===== src/ucf_cfg.svh =====
// register offsets, field positions, reset values and counts of the serial port control block
`ifndef UCF_CFG_SVH
`define UCF_CFG_SVH

`define UCF_ADDR_W 8
`define UCF_DATA_W 8
`define UCF_OFF_DATA 8'h00
`define UCF_OFF_CTRL 8'h14
`define UCF_OFF_FLAGS 8'h18
`define UCF_OFF_IDENT 8'h1c

`define UCF_CTRL_RESET 8'h00
`define UCF_CTRL_MASK 8'h79
`define UCF_BIT_PORT_ON 0
`define UCF_BIT_MODEM_EN 3
`define UCF_BIT_RX_EN 4
`define UCF_BIT_TX_EN 5
`define UCF_BIT_IDLE_EN 6

`define UCF_FLAG_CTS 0
`define UCF_FLAG_DSR 1
`define UCF_FLAG_DCD 2
`define UCF_FLAG_BUSY 3
`define UCF_FLAG_RX_EMPTY_FLAG 4
`define UCF_FLAG_TX_FULL_FLAG 5
`define UCF_FLAG_RX_FULL_FLAG 6
`define UCF_FLAG_TX_EMPTY_FLAG 7

`define UCF_IDENT_MODEM 0
`define UCF_IDENT_RX 1
`define UCF_IDENT_TX 2
`define UCF_IDENT_IDLE 3

`define UCF_FIFO_DEPTH 32
`define UCF_IDLE_BITS 32
`define UCF_SYNC_RESET 3'h7

`endif


===== src/ucf_pkg.sv =====
// types shared by the serial port control block
package ucf_pkg;

  typedef enum logic [2:0] {
    UCF_REG_DATA,
    UCF_REG_CTRL,
    UCF_REG_FLAGS,
    UCF_REG_IDENT,
    UCF_REG_NONE
  } ucf_reg_type;

endpackage


===== src/ucf_uart_flags.sv =====
// serial port control, flag and interrupt identification logic with its two data FIFOs
`timescale 1ns/1ps
`include "ucf_cfg.svh"

module ucf_fifo #(
  parameter int WIDTH = 8,
  parameter int DEPTH = 32,
  parameter int CW = $clog2(DEPTH + 1)
) (
  input wire logic clk_sys, // port clock
  input wire logic nrst, // asynchronous reset, active low
  input wire logic [CW-1:0] capLimit, // words that may be held at most
  input wire logic inValid, // write side offers a word
  output logic inReady, // room for a word
  input wire logic [WIDTH-1:0] inData, // word written
  output logic outValid, // a word is held
  input wire logic outReady, // read side takes the word
  output logic [WIDTH-1:0] outData, // oldest word
  output logic [CW-1:0] count // words held
);
  localparam int AW = (DEPTH > 1) ? $clog2(DEPTH) : 1;
  logic [WIDTH-1:0] mem [DEPTH];
  logic [AW-1:0] wrPtr_q;
  logic [AW-1:0] rdPtr_q;
  logic [CW-1:0] count_q;
  logic push;
  logic pop;

  assign inReady = (count_q < capLimit) && (count_q < CW'(DEPTH));
  assign outValid = count_q != '0;
  assign push = inValid && inReady;
  assign pop = outValid && outReady;
  assign outData = mem[rdPtr_q];
  assign count = count_q;

  function automatic logic [AW-1:0] ptrNext(input logic [AW-1:0] p);
    ptrNext = (p == AW'(DEPTH - 1)) ? '0 : AW'(p + 1'b1);
  endfunction

  always_ff @(posedge clk_sys) begin
    if (push) begin
      mem[wrPtr_q] <= inData;
    end
  end

  always_ff @(posedge clk_sys or negedge nrst) begin
    if (!nrst) begin
      wrPtr_q <= '0;
      rdPtr_q <= '0;
      count_q <= '0;
    end else begin
      if (push) begin
        wrPtr_q <= ptrNext(wrPtr_q);
      end
      if (pop) begin
        rdPtr_q <= ptrNext(rdPtr_q);
      end
      if (push && !pop) begin
        count_q <= CW'(count_q + 1'b1);
      end else if (pop && !push) begin
        count_q <= CW'(count_q - 1'b1);
      end
    end
  end
endmodule

module ucf_uart_flags #(
  parameter int DEPTH = `UCF_FIFO_DEPTH,
  parameter int IDLE_BITS = `UCF_IDLE_BITS
) (
  input wire logic clk_sys, // port clock, 20 MHz
  input wire logic nrst, // asynchronous reset, active low
  input wire logic [`UCF_ADDR_W-1:0] regAddr, // register byte address
  input wire logic [`UCF_DATA_W-1:0] regWrData, // write data
  input wire logic regWrStb, // one-cycle write strobe
  input wire logic regRdStb, // one-cycle read strobe
  output logic [`UCF_DATA_W-1:0] regRdData, // read data, valid the cycle after the strobe
  input wire logic fifo_on, // FIFO mode from the line control high byte
  input wire logic bitTick, // one pulse per serial bit period
  input wire logic rxValid, // receiver offers a character
  input wire logic [7:0] rxData, // received character
  output logic rxReady, // receive buffer takes the character
  output logic txValid, // transmit character waiting for the shifter
  output logic [7:0] txData, // transmit character
  input wire logic txReady, // shifter takes the character
  input wire logic txShiftBusy, // shifter still sending a frame
  input wire logic clear_to_send_n, // modem clear to send, active low
  input wire logic set_ready_n, // modem data set ready, active low
  input wire logic carrier_detect_n, // modem carrier detect, active low
  output logic combined_irq_line // combined interrupt, active high
);
  localparam int CW = $clog2(DEPTH + 1);
  localparam logic [CW-1:0] HALF = CW'(DEPTH / 2);
  localparam logic [CW-1:0] FULL = CW'(DEPTH);
  localparam int IW = $clog2(IDLE_BITS + 1);

  logic [7:0] ctrl_q;
  logic [2:0] modemS1_q;
  logic [2:0] modemS2_q;
  logic [2:0] modemS3_q;
  logic modemRaw_q;
  logic idleRaw_q;
  logic [IW-1:0] idleCnt_q;
  logic [`UCF_DATA_W-1:0] regRdData_q;
  logic portOn;
  logic modemChange;
  logic [CW-1:0] capLimit;
  logic [CW-1:0] rxCount;
  logic [CW-1:0] txCount;
  logic rxOutValid;
  logic [7:0] rxOutData;
  logic rxPop;
  logic txInReady;
  logic txPush;
  logic rxFifoReady;
  logic txFifoValid;
  logic rxIrq;
  logic txIrq;
  logic [3:0] ident;
  logic [7:0] flags;
  ucf_pkg::ucf_reg_type wrSel;
  ucf_pkg::ucf_reg_type rdSel;

  function automatic ucf_pkg::ucf_reg_type decode(input logic [`UCF_ADDR_W-1:0] a);
    unique case (a)
      `UCF_OFF_DATA: decode = ucf_pkg::UCF_REG_DATA;
      `UCF_OFF_CTRL: decode = ucf_pkg::UCF_REG_CTRL;
      `UCF_OFF_FLAGS: decode = ucf_pkg::UCF_REG_FLAGS;
      `UCF_OFF_IDENT: decode = ucf_pkg::UCF_REG_IDENT;
      default: decode = ucf_pkg::UCF_REG_NONE;
    endcase
  endfunction

  assign wrSel = decode(regAddr);
  assign rdSel = decode(regAddr);
  assign portOn = ctrl_q[`UCF_BIT_PORT_ON];

  assign capLimit = fifo_on ? FULL : CW'(1);

  assign rxReady = portOn && rxFifoReady;
  assign txValid = portOn && txFifoValid;
  assign rxPop = regRdStb && (rdSel == ucf_pkg::UCF_REG_DATA) && portOn;
  assign txPush = regWrStb && (wrSel == ucf_pkg::UCF_REG_DATA) && portOn;

  ucf_fifo #(.WIDTH(8), .DEPTH(DEPTH)) rxFifo (
    .clk_sys(clk_sys),
    .nrst(nrst),
    .capLimit(capLimit),
    .inValid(rxValid && portOn),
    .inReady(rxFifoReady),
    .inData(rxData),
    .outValid(rxOutValid),
    .outReady(rxPop),
    .outData(rxOutData),
    .count(rxCount)
  );

  ucf_fifo #(.WIDTH(8), .DEPTH(DEPTH)) txFifo (
    .clk_sys(clk_sys),
    .nrst(nrst),
    .capLimit(capLimit),
    .inValid(txPush),
    .inReady(txInReady),
    .inData(regWrData),
    .outValid(txFifoValid),
    .outReady(txReady && portOn),
    .outData(txData),
    .count(txCount)
  );

  always_ff @(posedge clk_sys or negedge nrst) begin
    if (!nrst) begin
      ctrl_q <= `UCF_CTRL_RESET;
    end else if (regWrStb && wrSel == ucf_pkg::UCF_REG_CTRL) begin
      ctrl_q <= regWrData & `UCF_CTRL_MASK;
    end
  end

  // two-stage synchroniser, third stage for edges
  always_ff @(posedge clk_sys or negedge nrst) begin
    if (!nrst) begin
      modemS1_q <= `UCF_SYNC_RESET;
      modemS2_q <= `UCF_SYNC_RESET;
      modemS3_q <= `UCF_SYNC_RESET;
    end else begin
      modemS1_q <= {carrier_detect_n, set_ready_n, clear_to_send_n};
      modemS2_q <= modemS1_q;
      modemS3_q <= modemS2_q;
    end
  end

  assign modemChange = modemS2_q != modemS3_q;

  // sticky modem change, set wins over clear
  always_ff @(posedge clk_sys or negedge nrst) begin
    if (!nrst) begin
      modemRaw_q <= 1'b0;
    end else if (modemChange) begin
      modemRaw_q <= 1'b1;
    end else if (regWrStb && wrSel == ucf_pkg::UCF_REG_IDENT) begin
      modemRaw_q <= 1'b0;
    end
  end

  // idle bit count while data waits
  always_ff @(posedge clk_sys or negedge nrst) begin
    if (!nrst) begin
      idleCnt_q <= '0;
      idleRaw_q <= 1'b0;
    end else begin
      if (rxCount == '0 || (rxValid && rxReady)) begin
        idleCnt_q <= '0;
      end else if (bitTick && idleCnt_q < IW'(IDLE_BITS)) begin
        idleCnt_q <= IW'(idleCnt_q + 1'b1);
      end
      if (rxCount == '0) begin
        idleRaw_q <= 1'b0;
      end else if (bitTick && idleCnt_q == IW'(IDLE_BITS - 1)) begin
        idleRaw_q <= 1'b1;
      end
    end
  end

  assign rxIrq = fifo_on ? (rxCount >= HALF) : (rxCount != '0);
  assign txIrq = fifo_on ? (txCount <= HALF) : (txCount == '0);

  assign ident[`UCF_IDENT_MODEM] = modemRaw_q && ctrl_q[`UCF_BIT_MODEM_EN];
  assign ident[`UCF_IDENT_RX] = rxIrq && ctrl_q[`UCF_BIT_RX_EN];
  assign ident[`UCF_IDENT_TX] = txIrq && ctrl_q[`UCF_BIT_TX_EN];
  assign ident[`UCF_IDENT_IDLE] = idleRaw_q && ctrl_q[`UCF_BIT_IDLE_EN];

  assign combined_irq_line = |ident;

  always_comb begin
    flags = '0;
    flags[`UCF_FLAG_CTS] = !modemS2_q[0];
    flags[`UCF_FLAG_DSR] = !modemS2_q[1];
    flags[`UCF_FLAG_DCD] = !modemS2_q[2];
    flags[`UCF_FLAG_BUSY] = (txCount != '0) || txShiftBusy;
    flags[`UCF_FLAG_RX_EMPTY_FLAG] = rxCount == '0;
    flags[`UCF_FLAG_RX_FULL_FLAG] = rxCount >= capLimit;
    flags[`UCF_FLAG_TX_FULL_FLAG] = txCount >= capLimit;
    flags[`UCF_FLAG_TX_EMPTY_FLAG] = txCount == '0;
  end

  // read data stands one cycle after the strobe only
  always_ff @(posedge clk_sys or negedge nrst) begin
    if (!nrst) begin
      regRdData_q <= '0;
    end else if (regRdStb) begin
      unique case (rdSel)
        ucf_pkg::UCF_REG_DATA: regRdData_q <= (rxOutValid && portOn) ? rxOutData : '0;
        ucf_pkg::UCF_REG_CTRL: regRdData_q <= ctrl_q;
        ucf_pkg::UCF_REG_FLAGS: regRdData_q <= flags;
        ucf_pkg::UCF_REG_IDENT: regRdData_q <= {4'h0, ident};
        ucf_pkg::UCF_REG_NONE: regRdData_q <= '0;
      endcase
    end else begin
      regRdData_q <= '0;
    end
  end

  assign regRdData = regRdData_q;
endmodule


===== config.mk =====
export PLATFORM = sky130hd
export DESIGN_NAME = ucf_uart_flags
export DESIGN_NICKNAME = d
export VERILOG_FILES = /design/src/ucf_pkg.sv /design/src/ucf_uart_flags.sv
export VERILOG_INCLUDE_DIRS = /design/src
export SDC_FILE = /design/constraint.sdc
export NUM_CORES = 1
export LEC_CHECK = 0
export BUFFER_PORTS_ARGS = -buffer_cell sky130_fd_sc_hd__clkbuf_2
export CAP_MARGIN = 30
export CORE_AREA = 8 8 213 215
export DETAILED_ROUTE_END_ITERATION = 6
export DIE_AREA = 0 0 221 223
export MAX_ROUTING_LAYER = met4
export PLACE_DENSITY = 0.75
export SYNTH_ARGS = -nofsm -noshare
export SYNTH_HDL_FRONTEND = slang
export SYNTH_SLANG_ARGS = --single-unit

===== constraint.sdc =====
create_clock -name clk_sys -period 3.22 [get_ports clk_sys]
set_input_delay 0.644 -clock clk_sys [delete_from_list [all_inputs] [get_ports clk_sys]]
set_output_delay 0.644 -clock clk_sys [all_outputs]
set_load 0.005 [all_outputs]

==> results.json <==
{
  "status": "finished, violations left",
  "violations": "setup timing",
  "viasPerCell": 6.01,
  "syn_inst": 1223,
  "clk_pin_slew_ns": 0.06,
  "crit_start": "txFifo.rdPtr_q[0]",
  "pin_count": 55,
  "arrival_ns": 2.82,
  "p_leak_uw": 0.00915,
  "ctsLongestPathBuffers": 3,
  "core.rowCount": 76,
  "r2r-start": "rxFifo.count[4]",
  "ant_nets": 0,
  "p_clk_share_pct": 35.8,
  "drc_errors": 0,
  "tightest_slew_ns": 0.818,
  "syn_to_final_growth_pct": 15.0,
  "pwr-share-comb_pct": 18.2,
  "p_switching_uw": 4670,
  "synth_ff_type": "edfxtp_1",
  "pwr-share-seq_pct": 45.9,
  "rr_endpoint": "rxFifo.count[5]",
  "rsz0062_at_grt": "yes",
  "synth_edf_count": 512,
  "grt_pass1_wl_mm": 72.5,
  "routed_wl_mm": 47.1,
  "grt_overflow": 0,
  "drive_gt1_share_pct": 30.3,
  "io_buffers": 54,
  "period_minus_slack_ns": 3.47,
  "layout_setup_ws_ns": -0.248,
  "synth_top_cells_by_area": "edfxtp_1, mux4_2, dfrtp_1, ha_1, nor2_1",
  "grt_pass1_vias": 12200,
  "rrSetupSlack_ns": 0.17,
  "die_h_um": 223,
  "pre_cts_ws_ns": 0.00269,
  "die_area_um2": 49300,
  "start_kind": "register",
  "crit_path_max_fanout": 32,
  "drt-initial-drc-count": 1191,
  "grt_start_max_net_pins": 68,
  "clock_latency_ns": 0.61,
  "globalplace.congestion": 0.882,
  "synth_top_area_share_pct": 66.0,
  "slew_headroom_pct": 45.4,
  "fin_crit_sh_pct": 108,
  "drt_pass1_iterations": 5,
  "wl_per_cell_um": 23.9,
  "worstPathRequired_ns": 2.58,
  "end_kind": "output pin",
  "finalPower_uw": 18900,
  "synth-seq-cells": 574,
  "crit_end": "txData[3]",
  "fin_skew_ns": 0.0383,
  "grtUsageTotal_pct": 19.6,
  "setup_viol": 8,
  "fin_util_pct": 63.3,
  "finalHoldViolCount": 0,
  "antenna_found_initial": 0,
  "num_antenna_cells": 0,
  "htreeDepth": 2,
  "dp.final_hpwl_mm": 30.0,
  "root_buffer": "clkbuf_16",
  "powerDensity_nw_per_um2": 705,
  "yosysMostFrequentCell": "edfxtp_1",
  "dieWidth_um": 221,
  "final.setup.tns_ns": -1.71,
  "cts.sinks": 574,
  "synth_top_area_cell": "edfxtp_1",
  "via_count": 11800,
  "syn_nets": 1290,
  "slew_violations": 0,
  "avgSynthCellArea_um2": 19.1,
  "synth_seq_area_share_pct": 72.7,
  "ir_drop_mv": 0.591,
  "cell_internal_pwr_uw": 14200,
  "cts_tree": "built",
  "p_sw_share_pct": 24.7,
  "maxCapViolations": 0,
  "r2r_cells": 11,
  "initial_utilization_pct": 55.1,
  "fmax_mhz": 288,
  "crit_type": "register to output pin",
  "synthArstFlopShare_pct": 10.8,
  "core_um2": 42300,
  "syn_area_um2": 23300,
  "synth_cell_type_count": 66,
  "nets": 1448,
  "hp-class": "input port to register",
  "synthTopCellsByCount": "edfxtp_1, mux4_2, nor2_1, nand2_1, dfrtp_1",
  "yosysWarnings": 0,
  "numCtsBuffers": 55
}
==> timing repair <==
action                                  4_1_cts  5_1_grt
endpoints found under the setup margin        9        9
hold buffers                                  1        0
endpoints found under the hold margin         3        0
setup buffers                                 0        2
gates resized for setup                       2        8
==> per-layer routing <==
layer,global-route usage (%),share of wire [%]
met1,24.9,40
met4,6.26,2.3
met3,2.88,6.4
met2,32.7,51
met5,-,0
==> cell usage in the layout (no fill, tap or decap), types with 7 or more instances in the layout <==
| master | n |
|---|---|
| clkbuf_16 | 58 |
| mux4_2 | 141 |
| inv_1 | 20 |
| nand3b_1 | 12 |
| xnor2_1 | 11 |
| nand2_1 | 54 |
| bufinv_16 | 8 |
| buf_4 | 93 |
| nand3_1 | 25 |
| mux2_2 | 21 |
| dfrtp_1 | 48 |
| clkbuf_2 | 58 |
| o21ai_0 | 24 |
| a31oi_1 | 8 |
| ha_1 | 29 |
| a21oi_1 | 19 |
| edfxtp_1 | 512 |
| dfstp_2 | 9 |
| nor2b_1 | 9 |
| clkbuf_8 | 7 |
| clkinv_1 | 8 |
| mux2i_1 | 16 |
| nor4_1 | 7 |
| nor2_1 | 92 |
==> registers in the layout (all words and copies together) (netlist names) <==
signal,cells
rxFifo.mem,256
idleRaw_q,1
txFifo.mem,256
idleCnt_q,6
modemRaw_q,1
modemS1_q,3
rxFifo.count,6
rxFifo.rdPtr_q,5
modemS3_q,3
txFifo.wrPtr_q,5
regRdData,8
rxFifo.wrPtr_q,5
modemS2_q,3
txFifo.count,6
txFifo.rdPtr_q,5
ctrl_q,5
==> power groups by stage <==
stage	Combinational [uW]	Sequential (uW)	Clock, uW
floorplan	2450	8620	0
global placement	3260	8790	0
detailed placement	3360	8800	0
CTS	3390	8660	6900
global route	3720	8700	7160
finish	3440	8680	6770
==> how the worst min path moves through the flow <==
stage / start / cells past startpoint / endpoint / slack (ns)
after floorplan: nrst / 0 / ctrl_q[0] / 0.35
after global placement: modemS1_q[2] / 0 / modemS2_q[2] / 0.35
after detailed placement: modemS1_q[2] / 0 / modemS2_q[2] / 0.35
after CTS: carrier_detect_n / 1 / modemS1_q[2] / 0.08
after global routing: carrier_detect_n / 1 / modemS1_q[2] / 0.09
final: carrier_detect_n / 1 / modemS1_q[2] / 0.12
==> layout make-up <==
type | count | area (um2)
sequential | 574 | 16900
fill | 2759 | 15500
multi-input combinational | 572 | 6030
clock buffer | 78 | 1610
timing repair buffer | 155 | 1120
tap | 546 | 683
clock inverter | 22 | 319
inverter | 23 | 86.3
==> worst max-delay path: stages, from the launching register on <==
cell and delay (ns):
dfrtp_4 0.46, buf_16 0.25, mux4_2 0.55, mux4_2 0.55
mux2_4 0.30, clkbuf_2 0.12
==> stage by stage <==
step,area (um2),std cells,hold slack (ns)
after global placement,24800,1867,0.349
final,26800,1970,0.117
after CTS,26700,1968,0.0823
after detailed placement,24800,1867,0.349
after global routing,26800,1970,0.0882
after floorplan,23300,1223,0.345
==> kinds of logic (layout without fill, tap and decap cells) <==
group | after synthesis | count (layout) | share of synthesized area, %
compound gates | 100 | 100 | 2.81
flops | 574 | 574 | 72.7
buf+inv | 77 | 278 | 1.56
fa+ha+maj | 32 | 32 | 1.77
xor+xnor | 17 | 17 | 0.639
mux | 183 | 183 | 15.6
simple gates | 240 | 240 | 4.95
Power figures use the tool's default switching activity.
